$ cat config.mk
export PLATFORM = sky130hd
export DESIGN_NAME = oag_core
export DESIGN_NICKNAME = d
export VERILOG_FILES = /design/src/hdl/oag_pkg.sv /design/src/hdl/oag_core.sv
export SDC_FILE = /design/constraint.sdc
export NUM_CORES = 1
export LEC_CHECK = 0
export ABC_AREA = 1
export BUFFER_PORTS_ARGS = -buffer_cell sky130_fd_sc_hd__buf_4
export CORE_ASPECT_RATIO = 0.75
export CORE_MARGIN = 2
export CORE_UTILIZATION = 45
export CTS_CLUSTER_DIAMETER = 80
export CTS_CLUSTER_SIZE = 25
export DETAILED_ROUTE_END_ITERATION = 8
export MAX_ROUTING_LAYER = met4
export PLACE_DENSITY_LB_ADDON = 0.15
export REMOVE_ABC_BUFFERS = 1
export SLEW_MARGIN = 20
export SYNTH_ARGS = -nofsm -noshare
export SYNTH_HDL_FRONTEND = slang
export SYNTH_SLANG_ARGS = --single-unit
$ cat constraint.sdc
create_clock -name clk_sys -period 4.3 [get_ports clk_sys]
set_input_delay 0.645 -clock clk_sys [delete_from_list [all_inputs] [get_ports clk_sys]]
set_output_delay 0.645 -clock clk_sys [all_outputs]
set_load 0.03 [all_outputs]
$ cat src/hdl/oag_pkg.sv
// Package for the operand address generator: modes, targets, layout constants and carriers
package oag_pkg;
	// Addressing modes
	typedef enum logic [2:0] {
		OAG_MODE_REG,
		OAG_MODE_PTR,
		OAG_MODE_IDX,
		OAG_MODE_DIR,
		OAG_MODE_REL,
		OAG_MODE_LIT
	} oag_mode_t;
	// Instruction classes that the mode check distinguishes
	typedef enum logic [2:0] {
		OAG_INSTR_OTHER,
		OAG_INSTR_REG_LOAD,
		OAG_INSTR_PROG_LOAD,
		OAG_INSTR_EXT_LOAD,
		OAG_INSTR_JUMP,
		OAG_INSTR_CALL,
		OAG_INSTR_REL_JUMP
	} oag_instr_t;
	// Where the operand lives
	typedef enum logic [2:0] {
		OAG_TGT_NONE,
		OAG_TGT_REGFILE,
		OAG_TGT_PROG,
		OAG_TGT_EXT,
		OAG_TGT_LITERAL,
		OAG_TGT_PC
	} oag_target_t;
	// Working-register window base and span
	localparam logic [7:0] OAG_WIN_BASE = 8'hc0;
	localparam logic [7:0] OAG_WIN_LAST = 8'hcf;
	localparam int OAG_WIN_SEL_W = 4;
	// Pair pointer must be even; the odd neighbour holds the low byte
	localparam logic [7:0] OAG_PAIR_ODD = 8'h01;
	// Reset value of every output word
	localparam logic [15:0] OAG_ADDR_RST = 16'h0000;
	localparam logic [7:0] OAG_BYTE_RST = 8'h00;
	// Decoded request from the instruction decoder
	typedef struct packed {
		logic valid;
		oag_instr_t instr;
		oag_mode_t mode;
		logic working;
		logic [3:0] wsel;
		logic [7:0] reg_addr;
		logic pair;
		logic ext_mem;
		logic long_off;
		logic [15:0] field;
	} oag_req_t;
	// Values read from the register file for this request
	typedef struct packed {
		logic [7:0] reg_val;
		logic [7:0] pair_hi;
		logic [7:0] pair_lo;
	} oag_rf_t;
	// Result handed to the datapath
	typedef struct packed {
		logic valid;
		logic illegal;
		oag_target_t target;
		logic [15:0] addr;
		logic [7:0] operand;
		logic pc_load;
		logic [15:0] pc_next;
	} oag_res_t;
	// Whole module state
	typedef struct packed {
		oag_res_t res;
		logic [7:0] rd_addr;
	} oag_state_t;
endpackage

$ cat src/hdl/oag_core.sv
// Operand address generator: turns decoded addressing fields into operand and jump addresses
// Function
// RULE1: Six modes; each instruction accepts its own subset
// RULE2: Register mode uses named register's content
// RULE3: Four-bit field selects byte in 16-byte window
// RULE4: Pointer mode uses register content as address
// RULE5: Byte register points regfile; pair points memory
// RULE6: Short offset sign-extended, external memory only
// RULE7: Regfile index: instruction base plus working offset
// RULE8: Memory index: pair base plus instruction offset
// RULE9: Regfile indexed allowed for register load only
// RULE10: Memory loads may index program/external memory
// RULE11: Direct mode takes 16-bit address from instruction
// RULE12: Jump and call direct load PC
// RULE13: Memory loads may use direct 16-bit address
// RULE14: Relative mode adds signed byte to PC
// RULE15: PC already points past current instruction
// RULE16: Relative mode only for relative jump
// RULE17: Literal mode uses operand field directly
// RULE18: Window at C0-CF, reached by working addressing
// RULE19: Pair even address holds most significant byte
// RULE20: Regfile indexed sum wraps modulo 256
`timescale 1ns/1ps
module oag_core #(
	parameter bit EXT_DATA_PRESENT = 1'b1 // External data memory fitted
) (
	// Clock and reset
	input wire logic clk_sys,
	input wire logic rst,
	input wire logic clk_en,
	// Decoded instruction and its register reads
	input wire oag_pkg::oag_req_t req,
	input wire oag_pkg::oag_rf_t rf,
	// Address of the instruction after the current one
	input wire logic [15:0] pc_after,
	// Register read address for the register file port
	output logic [7:0] rf_rd_addr,
	// Result
	output oag_pkg::oag_res_t res
);
	oag_pkg::oag_state_t s_q; // Registered state
	oag_pkg::oag_state_t s_d; // Next state
	logic [7:0] rd_addr_d; // Next read address
	logic [7:0] wreg; // Working-register address
	logic [15:0] pair_val; // Pair content
	logic [15:0] offs; // Memory index offset
	logic legal; // Mode allowed for instruction

	// Working-register address: window base plus 4-bit select
	always_comb begin
		wreg = oag_pkg::OAG_WIN_BASE | {4'h0, req.wsel}; // RULE3
	end

	// Read address: working select or plain register, aligned even for pairs
	always_comb begin
		rd_addr_d = req.working ? wreg : req.reg_addr;
		if (req.pair) begin
			rd_addr_d = rd_addr_d & ~oag_pkg::OAG_PAIR_ODD; // RULE19
		end
	end

	// Pair: high byte from even register, low byte from odd neighbour
	always_comb begin
		pair_val = {rf.pair_hi, rf.pair_lo}; // RULE19
		// Short offset is sign-extended, long offset used whole
		offs = req.long_off ? req.field : {{8{req.field[7]}}, req.field[7:0]}; // RULE6
	end

	// Mode legality per instruction class
	always_comb begin
		legal = 1'b0;
		case (req.mode) // RULE1
			oag_pkg::OAG_MODE_REG: begin
				// Window locations only through working addressing
				legal = req.working ||
					!(req.reg_addr >= oag_pkg::OAG_WIN_BASE &&
					req.reg_addr <= oag_pkg::OAG_WIN_LAST); // RULE18
			end
			oag_pkg::OAG_MODE_PTR: begin
				legal = 1'b1;
			end
			oag_pkg::OAG_MODE_IDX: begin
				if (req.ext_mem) begin
					// Memory indexing for program or external loads
					legal = (req.instr == oag_pkg::OAG_INSTR_PROG_LOAD) ||
						(req.instr == oag_pkg::OAG_INSTR_EXT_LOAD && EXT_DATA_PRESENT); // RULE10
				end else begin
					// Register file indexing: register load, short byte base only
					legal = (req.instr == oag_pkg::OAG_INSTR_REG_LOAD) && !req.long_off; // RULE9
				end
			end
			oag_pkg::OAG_MODE_DIR: begin
				legal = (req.instr == oag_pkg::OAG_INSTR_JUMP) ||
					(req.instr == oag_pkg::OAG_INSTR_CALL) ||
					(req.instr == oag_pkg::OAG_INSTR_PROG_LOAD) ||
					(req.instr == oag_pkg::OAG_INSTR_EXT_LOAD && EXT_DATA_PRESENT); // RULE13
			end
			oag_pkg::OAG_MODE_REL: begin
				legal = (req.instr == oag_pkg::OAG_INSTR_REL_JUMP); // RULE16
			end
			oag_pkg::OAG_MODE_LIT: begin
				legal = 1'b1;
			end
			default: begin
				legal = 1'b0;
			end
		endcase
	end

	// Result formation
	always_comb begin
		s_d = s_q;
		s_d.res.valid = 1'b0;
		s_d.res.pc_load = 1'b0;
		s_d.rd_addr = rd_addr_d; // Read address follows every enabled cycle
		if (req.valid) begin
			s_d.res.valid = 1'b1;
			s_d.res.illegal = !legal;
			s_d.res.target = oag_pkg::OAG_TGT_NONE;
			s_d.res.addr = oag_pkg::OAG_ADDR_RST;
			s_d.res.operand = oag_pkg::OAG_BYTE_RST;
			s_d.res.pc_next = pc_after;
			if (legal) begin
				case (req.mode)
					oag_pkg::OAG_MODE_REG: begin
						// Operand is the named register's content
						s_d.res.target = oag_pkg::OAG_TGT_REGFILE;
						s_d.res.addr = {8'h00, rd_addr_d};
						s_d.res.operand = rf.reg_val; // RULE2
					end
					oag_pkg::OAG_MODE_PTR: begin
						if (req.pair) begin
							// Pair points into program or external memory
							s_d.res.target = (req.instr == oag_pkg::OAG_INSTR_EXT_LOAD) ?
								oag_pkg::OAG_TGT_EXT : oag_pkg::OAG_TGT_PROG; // RULE4
							s_d.res.addr = pair_val; // RULE5
						end else begin
							// Byte register points to another register
							s_d.res.target = oag_pkg::OAG_TGT_REGFILE;
							s_d.res.addr = {8'h00, rf.reg_val}; // RULE5
						end
					end
					oag_pkg::OAG_MODE_IDX: begin
						if (req.ext_mem) begin
							s_d.res.target = (req.instr == oag_pkg::OAG_INSTR_EXT_LOAD) ?
								oag_pkg::OAG_TGT_EXT : oag_pkg::OAG_TGT_PROG;
							s_d.res.addr = 16'(pair_val + offs); // RULE8
						end else begin
							// Carry out of bit 7 is dropped on purpose
							s_d.res.target = oag_pkg::OAG_TGT_REGFILE;
							s_d.res.addr = {8'h00, 8'(req.field[7:0] + rf.reg_val)}; // RULE7 RULE20
						end
					end
					oag_pkg::OAG_MODE_DIR: begin
						s_d.res.addr = req.field; // RULE11
						if (req.instr == oag_pkg::OAG_INSTR_JUMP ||
							req.instr == oag_pkg::OAG_INSTR_CALL) begin
							s_d.res.target = oag_pkg::OAG_TGT_PC;
							s_d.res.pc_load = 1'b1;
							s_d.res.pc_next = req.field; // RULE12
						end else begin
							s_d.res.target = (req.instr == oag_pkg::OAG_INSTR_EXT_LOAD) ?
								oag_pkg::OAG_TGT_EXT : oag_pkg::OAG_TGT_PROG; // RULE13
						end
					end
					oag_pkg::OAG_MODE_REL: begin
						// Base is already the following instruction's address
						s_d.res.target = oag_pkg::OAG_TGT_PC;
						s_d.res.pc_load = 1'b1;
						s_d.res.pc_next = 16'(pc_after + {{8{req.field[7]}}, req.field[7:0]}); // RULE14 RULE15
						s_d.res.addr = s_d.res.pc_next;
					end
					oag_pkg::OAG_MODE_LIT: begin
						// Constant straight from the instruction, no read
						s_d.res.target = oag_pkg::OAG_TGT_LITERAL;
						s_d.res.operand = req.field[7:0]; // RULE17
					end
					default: begin
						s_d.res.target = oag_pkg::OAG_TGT_NONE;
					end
				endcase
			end
		end
	end

	// State register, frozen while the clock enable is low
	// The read address lives in the same word, so a stall freezes both together
	always_ff @(posedge clk_sys or posedge rst) begin
		if (rst) begin
			s_q <= '0;
		end else if (clk_en) begin
			s_q <= s_d;
		end
	end

	// Outputs come straight from the state flip-flops
	assign res = s_q.res;
	assign rf_rd_addr = s_q.rd_addr;

	AST_REL_ONLY_RJUMP: assert property (@(posedge clk_sys) disable iff (rst) // RULE16
		(clk_en && req.valid && req.mode == oag_pkg::OAG_MODE_REL &&
		req.instr != oag_pkg::OAG_INSTR_REL_JUMP) |=> (res.illegal && !res.pc_load))
		else $error("relative mode accepted for wrong instruction");
	AST_REL_TARGET: assert property (@(posedge clk_sys) disable iff (rst) // RULE14
		(clk_en && req.valid && req.mode == oag_pkg::OAG_MODE_REL &&
		req.instr == oag_pkg::OAG_INSTR_REL_JUMP) |=>
		(res.pc_next == 16'($past(pc_after) + {{8{$past(req.field[7])}}, $past(req.field[7:0])})))
		else $error("relative target wrong");
	AST_JUMP_LOAD: assert property (@(posedge clk_sys) disable iff (rst) // RULE12
		(clk_en && req.valid && req.mode == oag_pkg::OAG_MODE_DIR &&
		req.instr == oag_pkg::OAG_INSTR_JUMP) |=> (res.pc_load && res.pc_next == $past(req.field)))
		else $error("direct jump did not load pc");
	AST_IDX_WRAP: assert property (@(posedge clk_sys) disable iff (rst) // RULE20
		(clk_en && req.valid && req.mode == oag_pkg::OAG_MODE_IDX && !req.ext_mem &&
		req.instr == oag_pkg::OAG_INSTR_REG_LOAD && !req.long_off) |=>
		(res.addr == {8'h00, 8'($past(req.field[7:0]) + $past(rf.reg_val))}))
		else $error("register index sum wrong");
	AST_IDX_REG_ONLY_LOAD: assert property (@(posedge clk_sys) disable iff (rst) // RULE9
		(clk_en && req.valid && req.mode == oag_pkg::OAG_MODE_IDX && !req.ext_mem &&
		req.instr != oag_pkg::OAG_INSTR_REG_LOAD) |=> res.illegal)
		else $error("register indexing accepted for wrong instruction");
	AST_SHORT_SIGN: assert property (@(posedge clk_sys) disable iff (rst) // RULE6
		(clk_en && req.valid && req.mode == oag_pkg::OAG_MODE_IDX && req.ext_mem &&
		req.instr == oag_pkg::OAG_INSTR_PROG_LOAD && !req.long_off) |=>
		(res.addr == 16'({$past(rf.pair_hi), $past(rf.pair_lo)} +
		{{8{$past(req.field[7])}}, $past(req.field[7:0])})))
		else $error("short offset not sign extended");
	AST_LIT_OPERAND: assert property (@(posedge clk_sys) disable iff (rst) // RULE17
		(clk_en && req.valid && req.mode == oag_pkg::OAG_MODE_LIT) |=>
		(res.target == oag_pkg::OAG_TGT_LITERAL && res.operand == $past(req.field[7:0])))
		else $error("literal operand wrong");
	AST_WIN_ADDR: assert property (@(posedge clk_sys) disable iff (rst) // RULE3
		(clk_en && req.working && !req.pair) |=> (rf_rd_addr == {4'hc, $past(req.wsel)}))
		else $error("working register address wrong");
	AST_WIN_DIRECT: assert property (@(posedge clk_sys) disable iff (rst) // RULE18
		(clk_en && req.valid && req.mode == oag_pkg::OAG_MODE_REG && !req.working &&
		req.reg_addr[7:4] == 4'hc) |=> res.illegal)
		else $error("window reached without working addressing");

	// Checks below look at the answer on the next clock edge after an enabled request, whether or not that edge is enabled
	// Antecedents include clk_en, so a stall never shifts the edge being judged
	// Every enabled request answers on the next edge
	AST_VALID_ANSWER: assert property (@(posedge clk_sys) disable iff (rst) // RULE1
		(clk_en && req.valid) |=> res.valid)
		else $error("request not answered");
	// No answer appears without a request
	AST_VALID_IDLE: assert property (@(posedge clk_sys) disable iff (rst) // RULE1
		(clk_en && !req.valid) |=> !res.valid)
		else $error("answer without request");
	// A refused mode leaves only the following address behind
	AST_REFUSED_CLEAN: assert property (@(posedge clk_sys) disable iff (rst) // RULE1
		(clk_en && req.valid && req.mode == oag_pkg::OAG_MODE_DIR &&
		req.instr == oag_pkg::OAG_INSTR_OTHER) |=>
		(res.illegal && res.target == oag_pkg::OAG_TGT_NONE && !res.pc_load &&
		res.addr == oag_pkg::OAG_ADDR_RST && res.pc_next == $past(pc_after)))
		else $error("refused request left a result behind");
	// Only counter loads name the counter as target
	AST_PC_TARGET: assert property (@(posedge clk_sys) disable iff (rst) // RULE12
		(clk_en && req.valid) |=> (res.pc_load == (res.target == oag_pkg::OAG_TGT_PC)))
		else $error("counter load and target disagree");
	// Working register operand is the selected window byte
	AST_REG_OPERAND: assert property (@(posedge clk_sys) disable iff (rst) // RULE2
		(clk_en && req.valid && req.mode == oag_pkg::OAG_MODE_REG && req.working) |=>
		(!res.illegal && res.operand == $past(rf.reg_val)))
		else $error("register operand wrong");
	// Byte pointer stays inside the register file
	AST_PTR_BYTE: assert property (@(posedge clk_sys) disable iff (rst) // RULE5
		(clk_en && req.valid && req.mode == oag_pkg::OAG_MODE_PTR && !req.pair) |=>
		(res.target == oag_pkg::OAG_TGT_REGFILE &&
		res.addr == {8'h00, $past(rf.reg_val)}))
		else $error("byte pointer address wrong");
	// Pair pointer goes to memory, never back into the register file
	AST_PTR_PAIR: assert property (@(posedge clk_sys) disable iff (rst) // RULE4
		(clk_en && req.valid && req.mode == oag_pkg::OAG_MODE_PTR && req.pair) |=>
		(res.target != oag_pkg::OAG_TGT_REGFILE &&
		res.addr == {$past(rf.pair_hi), $past(rf.pair_lo)}))
		else $error("pair pointer address wrong");
	// A pair is always fetched from its even register
	AST_PAIR_EVEN: assert property (@(posedge clk_sys) disable iff (rst) // RULE19
		(clk_en && req.pair) |=> !rf_rd_addr[0])
		else $error("pair read from an odd register");
	// Register file index lands in the register file
	AST_IDX_RF_TARGET: assert property (@(posedge clk_sys) disable iff (rst) // RULE7
		(clk_en && req.valid && req.mode == oag_pkg::OAG_MODE_IDX && !req.ext_mem &&
		req.instr == oag_pkg::OAG_INSTR_REG_LOAD && !req.long_off) |=>
		(!res.illegal && res.target == oag_pkg::OAG_TGT_REGFILE))
		else $error("register index left the register file");
	// Long offsets are added whole, with no sign extension
	AST_IDX_LONG: assert property (@(posedge clk_sys) disable iff (rst) // RULE8
		(clk_en && req.valid && req.mode == oag_pkg::OAG_MODE_IDX && req.ext_mem &&
		req.long_off && req.instr == oag_pkg::OAG_INSTR_EXT_LOAD && EXT_DATA_PRESENT) |=>
		(res.addr == 16'({$past(rf.pair_hi), $past(rf.pair_lo)} + $past(req.field))))
		else $error("long offset address wrong");
	// Memory loads use the direct address as it stands and leave the counter alone
	AST_DIR_LOAD: assert property (@(posedge clk_sys) disable iff (rst) // RULE13
		(clk_en && req.valid && req.mode == oag_pkg::OAG_MODE_DIR &&
		(req.instr == oag_pkg::OAG_INSTR_PROG_LOAD ||
		(req.instr == oag_pkg::OAG_INSTR_EXT_LOAD && EXT_DATA_PRESENT))) |=>
		(!res.illegal && !res.pc_load && res.addr == $past(req.field)))
		else $error("direct load address wrong");
	// A call loads the counter just as a jump does
	AST_CALL_LOAD: assert property (@(posedge clk_sys) disable iff (rst) // RULE12
		(clk_en && req.valid && req.mode == oag_pkg::OAG_MODE_DIR &&
		req.instr == oag_pkg::OAG_INSTR_CALL) |=>
		(res.pc_load && res.pc_next == $past(req.field)))
		else $error("direct call did not load pc");
	// A relative jump always loads the counter
	AST_REL_LOAD: assert property (@(posedge clk_sys) disable iff (rst) // RULE14
		(clk_en && req.valid && req.mode == oag_pkg::OAG_MODE_REL &&
		req.instr == oag_pkg::OAG_INSTR_REL_JUMP) |=> (res.pc_load && !res.illegal))
		else $error("relative jump did not load pc");
	// A literal never jumps and is never refused
	AST_LIT_NO_LOAD: assert property (@(posedge clk_sys) disable iff (rst) // RULE17
		(clk_en && req.valid && req.mode == oag_pkg::OAG_MODE_LIT) |=>
		(!res.pc_load && !res.illegal))
		else $error("literal request misread");
endmodule

# --- After elaboration in Yosys (flattened, before gate mapping) ---
# Index checks and enable logic that the tools add are counted.
word_totals:
  register_bits: 54
  out_inout_bits: 54
  wordCells: 53
  inputBits: 82
op_classes:
  n_eq_ne: 11
  magnitude_cmp: 2
  reduce_logical: 13
  n_addsub: 3
  mux: 16
op_table:
  columns: ["op", "n"]
  rows:
  - ["$pmux 16 s5", 1]
  - ["$mux 46", 1]
  - ["$mux 44", 1]
  - ["$mux 18", 2]
  - ["$pmux 17 s2", 1]
  - ["$add 16x16->16", 2]
  - ["$pmux 3 s6", 1]
  - ["$mux 17", 1]
  - ["$mux 16", 1]
  - ["$pmux 8 s2", 1]
  - ["$eq 3x3->1 const B", 5]
  - ["$eq 3x2->1 const B", 4]
  - ["$add 8x8->8", 1]
  - ["$ge 8x8->1 const B", 1]
  - ["$le 8x8->1 const B", 1]
  - ["$mux 8", 1]
  - ["$eq 3x1->1 const B", 2]
  - ["$logic_or 1x1->1", 5]
  - ["$pmux 1 s5", 1]
  - ["$logic_not 1->1", 3]
  - ["$logic_not 3->1", 1]
  - ["$mux 1", 3]
  - ["$mux 3", 1]
  - ["$logic_and 1x1->1", 2]
  - ["other kinds (2)", 2]

# --- Depth between registers and ports, before layout ---
# Gate-level depths: netlist of run 1.
logic_depth:
  depth_word: 7
  depth_mapped: 16

# --- Worst setup path before layout of run 1 ---
# Ideal clock, no wire load.
synth_path:
  path_type: "input port to flip-flop"
  start: "input port req[16] in the netlist's numbering"
  end: "register s_q (netlist bit res[39])"
  n_path_buf: 1
  setup_time_ps: 117
  cell_stages: 16
  t_arrival_ps: 2146
  setup_slack_ps: 2037
  required_time_ps: 4183
  cell_sequence: "buf_2 inv_1 nand2_1 o21ai_0 ha_1 nand2_1 inv_1 nand2_1 nor3_1 nand2_1 nand2_1 nand2_1 nand3_1 nand3_1 nand2_1 nand2_1"
synth_between:
  elab_chain_cells: 5
synth_lines:
  columns: ["item", "line", "text"]
  rows:
  - ["from (decl)", "oag_core.sv:32", "input wire oag_pkg::oag_req_t req,"]
  - ["$mux 16 or $logic_not 1->1 (tied branches)", "oag_core.sv:66, oag_core.sv:89", null]
  - ["$add 16x16->16 or $logic_and 1x1->1 (tied branches)", "oag_core.sv:147, oag_core.sv:89", null]
  - ["$mux 18 or $mux 1 (tied branches)", "oag_core.sv:144, oag_core.sv:83", null]
  - ["$pmux 16 s5 or $pmux 1 s5 (tied branches)", "oag_core.sv:124, oag_core.sv:72", null]
  - ["$mux 44 (*)", "oag_core.sv:123", "if (legal) begin"]
  - ["to (signal assigned)", "oag_core.sv:190", "s_q <= '0;"]
  - ["to (signal assigned)", "oag_core.sv:192", "s_q <= s_d;"]
  - ["to (decl)", "oag_core.sv:41", "oag_pkg::oag_state_t s_q;"]
# Every way passes the cells marked *; elsewhere a longest branch is shown, timed or not.
# A chain may end at the register's enable or synchronous reset.

# --- Worst setup path after layout of run 1 ---
layout_path:
  start: "input port req[32] in the netlist's numbering"
  end: "register s_q (netlist bit res[12])"
layout_between:
  elab_chain_cells: 4
layout_lines:
  columns: ["item", "line", "text"]
  rows:
  - ["$eq 3x3->1 or $eq 3x1->1 (tied branches)", "oag_core.sv:72", "case (req.mode)"]
  - ["$reduce_or 2->1 (no line)", null, null]
  - ["$pmux 1 s5", "oag_core.sv:72", null]
  - ["$mux 44 (*)", "oag_core.sv:123", null]
# Marks and branches as above.

==> impl_metrics.json, run 1 <==
{
  "synth.most_common_cell": "nand2_1",
  "wirelength_um": 18220,
  "die_h_um": 99.34,
  "drt_drc_violations_left": 0,
  "clkSinkCount": 54,
  "slew_viol_final": 0,
  "htreeDepth": 2,
  "clock_latency_ps": 300,
  "critPathBufInv": 3,
  "grt_pass1_vias": 5467,
  "fin_skew_ps": 0,
  "ctsResizeCount": 0,
  "ant_nets": 0,
  "rsz0062_at_grt": "false",
  "row_count": 34,
  "ys_ff_latch": 54,
  "synth_area_per_cell_um2": 6.033,
  "synth.area.top_cells": "nand2_1, dfrtp_1, ha_1, nand3_1, inv_1",
  "p_comb_share_pct": 42.3,
  "ys_types": 36,
  "worst_slew_pin_slew_ps": 810.0,
  "antenna_found_initial": 0,
  "cts_tree": "yes",
  "ys_top_cells_by_count": "nand2_1, inv_1, nand3_1",
  "postCtsSetupBuffers": 0,
  "drt_iter0_markers": 650,
  "synth_edf_count": 0,
  "grt_usage_pct": 28.63,
  "worstPathArrival_ps": 2790,
  "clock_path_buffers": 2,
  "synth_flop_cell": "dfrtp_1",
  "initial_core_util_pct": 46.62,
  "drive_gt1_share_pct": 16.03,
  "start_kind": "input pin",
  "crit_path_cell_trace": "buf_4 > nor2_2 > inv_2 > nor2_4 > o21ai_0 > nand3_2 > nand2_1 > inv_2 > nand3_1 > nand2_1 > nand2_1",
  "setup_viol": 0,
  "power_frac_seq_pct": 33.2,
  "whs_ps": 482.3,
  "synth_top_area_share_pct": 25.40,
  "syn_inst": 904,
  "crit_family": "simple AND/OR/NAND/NOR gates",
  "pwr-share-clk_pct": 24.5,
  "clk_pin_slew_ps": 80,
  "synthToLayoutAreaGrowth_pct": 23.61,
  "drv_cap": 0,
  "status": "finished clean",
  "crit_slowest_cell": "nand2_1",
  "postCtsHoldBufs": 0,
  "cts_inserted_buffers": 5,
  "max_freq_mhz": 386.2,
  "core_area_um2": 11700,
  "final.fill_count": 1218,
  "cp_slowest_stage_delay_ps": 380,
  "firstDrtPassIters": 5,
  "ys_warn_count": 0,
  "max-vdd-ir-drop_v": 0.0001525,
  "io_buffer_count": 135,
  "wl_per_cell_um": 15.30,
  "place.gp.congestion": 0.9543,
  "n_antenna_cell": 0,
  "switchingPower_mw": 0.7059,
  "synth_top_cell_by_area": "nand2_1",
  "grt_max_degree": 55,
  "crit_fanout": 14,
  "async_flop_share_pct": 100.0,
  "crit_type": "input pin to flip-flop",
  "grt_pass1_wl_um": 29040,
  "layout_min_cycle_time_ps": 2590,
  "switching_share_pct": 40.37,
  "period_share_pct": 60.22,
  "critPathCaptureType": "flip-flop",
  "slew-limit-headroom_pct": 45.94,
  "die_w_um": 131.1,
  "cp_common_cell": "nand2_1",
  "timing.setup.tns_ps": 0,
  "hp-class": "flip-flop to flip-flop",
  "power_density_nw_per_um2": 259.4,
  "dieArea_um2": 13030,
  "clk_root_buffer_cell": "clkbuf_16",
  "p_leak_nw": 3.912,
  "grt-ovfl-total": 0,
  "hold_violations": 0,
  "ios": 136,
  "vias": 6284,
  "hpwl_um": 14410,
  "seq_area_frac_synth_pct": 24.78,
  "via_per_inst": 5.276,
  "required_ps": 4500,
  "final_nets": 1152,
  "netlist_area_um2": 5454,
  "intPower_mw": 1.043
}
[layout by cell type (no fill, tap or decap), types with 4 or more instances in the layout]
master	n
nand2_1	369
buf_4	138
inv_1	120
nand3_1	91
dfrtp_1	54
nor2_1	45
a21oi_1	43
ha_1	39
o21ai_0	25
a22oi_1	16
nand3b_1	11
nand4_1	9
nor3_1	8
inv_2	6
a31oi_1	6
o22ai_1	5
clkbuf_16	5
nor2_2	4
a32o_1	4
[per-layer routing]
metal | wire [um] | global-route usage (%)
met1 | 8867 | 43.46
met4 | 182 | 3.512
met2 | 7360 | 39.92
met5 | 0 | -
met3 | 1807 | 5.861
[power by group through the flow]
stage / combinational, mW / clock, mW / sequential (mW)
after floorplan: 0.361 / 0 / 0.684
after global placement: 0.724 / 0 / 0.590
after detailed placement: 0.727 / 0 / 0.591
after CTS: 0.730 / 0.437 / 0.582
after global routing: 0.815 / 0.457 / 0.588
final: 0.739 / 0.428 / 0.581
[flip-flops by register name (all words and copies together), names as in the netlist]
register    count
res            46
rf_rd_addr      8
[worst reg2reg max path: stages (launching register included)]
cell,delay [ps]
dfrtp_1,400
nor2_1,110
a31oi_1,50
[path summary, 6_finish.rpt]
kind | startpoint | to | slack, ps | cells past startpoint
hold reg to reg | res[17] | res[17] | 480 | 2
setup / recovery | req[32] | res[12] | 1710 | 11
hold / removal | res[17] | res[17] | 480 | 2
min in group asynchronous | rst | res[28] | 540 | 3
max in group asynchronous | rst | res[42] | 3300 | 3
setup reg to reg | res[2] | res[2] | 3620 | 2
[area by class of cell]
class                      instances  area (um2)  share of cell area (%)
tap                              162       202.7                   3.007
inverter                         128       480.5                   7.127
multi-input combinational        701        3522                   52.25
clock inverter                     3       23.77                  0.3526
timing repair buffer             138        1036                   15.37
clock buffer                       5       125.1                   1.856
sequential                        54        1351                   20.04
[metrics by stage]
stage	util (%)	worst slack [ps]	std cells	area [um2]	power (mW)
after floorplan	-	1534	883	5351	1.045
after global placement	56.33	1376	1183	6590	1.315
after detailed placement	56.33	1392	1183	6590	1.318
after CTS	57.60	1714	1191	6739	1.749
after global routing	57.63	1489	1191	6741	1.860
final	57.63	1710	1191	6741	1.748
[cells by family after synthesis]
family | after synthesis | share of synthesized area, %
fa+ha+maj | 42 | 10.05
simple gates | 546 | 41.89
flops | 54 | 24.78
buf+inv | 149 | 10.69
compound gates | 107 | 11.63
xor+xnor | 6 | 0.9637
Note: power is estimated with default switching activity, not from simulation.
==> inputs of run 2 (changes only) <==
==> constraint.sdc (replaced) <==
create_clock -name clk_sys -period 2.4 [get_ports clk_sys]
set_input_delay 0.36 -clock clk_sys [delete_from_list [all_inputs] [get_ports clk_sys]]
set_output_delay 0.36 -clock clk_sys [all_outputs]
set_load 0.03 [all_outputs]
==> run 2 against run 1 <==
Count of clock-buffer cells in the layout stayed put. Highest routed layer unchanged. Routed wire length grew 0.44%. Critical path type unchanged. Sequential power rose by 79%.
==> impl_metrics.json, run 2 (synthesis results as in run 1) <==
{
  "layout_commonest_cell": "nand2_1",
  "switching_share_pct": 40.07,
  "power_density_nw_per_um2": 457.5,
  "drv_cap": 0,
  "dieArea_um2": 13030,
  "cts_inserted_buffers": 5,
  "hp-class": "input pin to asynchronous set/reset pin",
  "p_leak_nw": 3.963,
  "required_ps": 2600,
  "drt-met1-wl_um": 8849,
  "intPower_mw": 1.869,
  "hold_violations": 0,
  "clock_latency_ps": 290,
  "clock_path_buffers": 2,
  "crit_fanout": 14,
  "io_buffer_count": 135,
  "slew-limit-headroom_pct": 64.92,
  "clk_pin_slew_ps": 80,
  "status": "finished clean",
  "n_antenna_cell": 0,
  "max-vdd-ir-drop_v": 0.0002829,
  "p_comb_share_pct": 42.8,
  "grt_pass1_vias": 5586,
  "fin_cells": 1200,
  "worstPathArrival_ps": 2160,
  "rsz0062_at_grt": "false",
  "critPathCaptureType": "flip-flop",
  "switchingPower_mw": 1.250,
  "die_w_um": 131.1,
  "final.fill_count": 1197,
  "crit_type": "input pin to flip-flop",
  "synthToLayoutAreaGrowth_pct": 25.01,
  "clk_root_buffer_cell": "clkbuf_16",
  "core_area_um2": 11700,
  "dp.cells": 1193,
  "pwr-share-clk_pct": 23.8,
  "period_share_pct": 81.62,
  "postCtsHoldBufs": 0,
  "grt_pass1_wl_um": 29100,
  "ios": 136,
  "timing.setup.tns_ps": 0,
  "postCtsSetupBuffers": 0,
  "grt_usage_pct": 28.72,
  "postLayoutCellArea_um2": 6818,
  "drive_gt1_share_pct": 16.67,
  "row_count": 34,
  "final_nets": 1162,
  "layout_min_cycle_time_ps": 1959,
  "placed_area_um2": 6678,
  "setup_ws_ps": 441.1,
  "via_per_inst": 5.263,
  "top_layer": "met4",
  "die_h_um": 99.34,
  "met2RoutedLength_um": 7347,
  "initial_core_util_pct": 46.62,
  "max_freq_mhz": 510.5,
  "cts_tree": "yes",
  "start_kind": "input pin",
  "fin_skew_ps": 0,
  "power_frac_seq_pct": 33.4,
  "wl_per_cell_um": 15.25,
  "drt_iter0_markers": 689,
  "worst_slew_pin_slew_ps": 526.2,
  "place.gp.congestion": 0.9859,
  "postLayoutCoreUtil_pct": 58.28,
  "hpwl_um": 14780,
  "largest_reg_flops": 46,
  "vias": 6315,
  "dp_slack_ps": 152.9,
  "clkSinkCount": 54,
  "setup_viol": 0,
  "firstDrtPassIters": 7,
  "wirelength_um": 18300,
  "grt-ovfl-total": 0,
  "ctsResizeCount": 0,
  "layout_common_cells": "nand2_1, buf_4, inv_1",
  "htreeDepth": 2,
  "grt_max_degree": 47,
  "ant_nets": 0,
  "slew_viol_final": 0,
  "drt_drc_violations_left": 0,
  "antenna_found_initial": 0,
  "met3WireLength_um": 1921
}
## run 2: cell count changes in the layout (fill, tap and decap cells not counted), sizes merged
cell / before / now
inv: 127 / 126
buf: 138 / 148
## run 2: power groups by stage
stage | logic [mW] | clock network [mW] | registers [mW]
floorplan | 0.646 | 0 | 1.23
global placement | 1.30 | 0 | 1.06
detailed placement | 1.31 | 0 | 1.06
CTS | 1.32 | 0.762 | 1.04
global route | 1.47 | 0.801 | 1.05
finish | 1.33 | 0.744 | 1.04
## run 2: critical path, cell delays in order
cell and delay (ps):
buf_4 190, nand2_1 230, o21ai_0 150, ha_1 390, nand2_1 90, inv_1 80, nand2_1 80, nor3_1 130
nand2_1 90, nand2_1 80, nand2_1 50, nand3_1 60, nand3_1 80, nand2_1 70, nand2_1 40
## run 2: area by class of cell
class / count / area, um2 / area share, %
clock buffer: 5 / 125.1 / 1.835
clock inverter: 2 / 15.01 / 0.2202
inverter: 128 / 480.5 / 7.047
multi-input combinational: 701 / 3520 / 51.62
sequential: 54 / 1351 / 19.82
tap: 162 / 202.7 / 2.973
timing repair buffer: 148 / 1124 / 16.48
## run 2: layer usage
| metal | vias up | track usage, % |
|---|---|---|
| li1 | 3167 | - |
| met1 | 2844 | 43.34 |
| met2 | 286 | 40.16 |
| met3 | 18 | 5.556 |
| met4 | 0 | 4.599 |
| met5 | - | - |
## run 2: final timing paths
check	start	end	slack [ps]	depth (start not counted)
max	req[7]	res[39]	440	15
min	rst	rf_rd_addr[1]	90	2
max reg2reg	res[3]	res[3]	1730	2
min reg2reg	res[23]	res[23]	480	2
max in group asynchronous	rst	res[5]	1740	3
min in group clk_sys	req[25]	rf_rd_addr[6]	300	3
## run 2: metrics by stage
step	hold WS, ps	power (mW)
finish	89.71	3.119
global route	128.6	3.324
CTS	105.7	3.122
detailed placement	435.7	2.370
global placement	437.2	2.362
floorplan	466.1	1.872
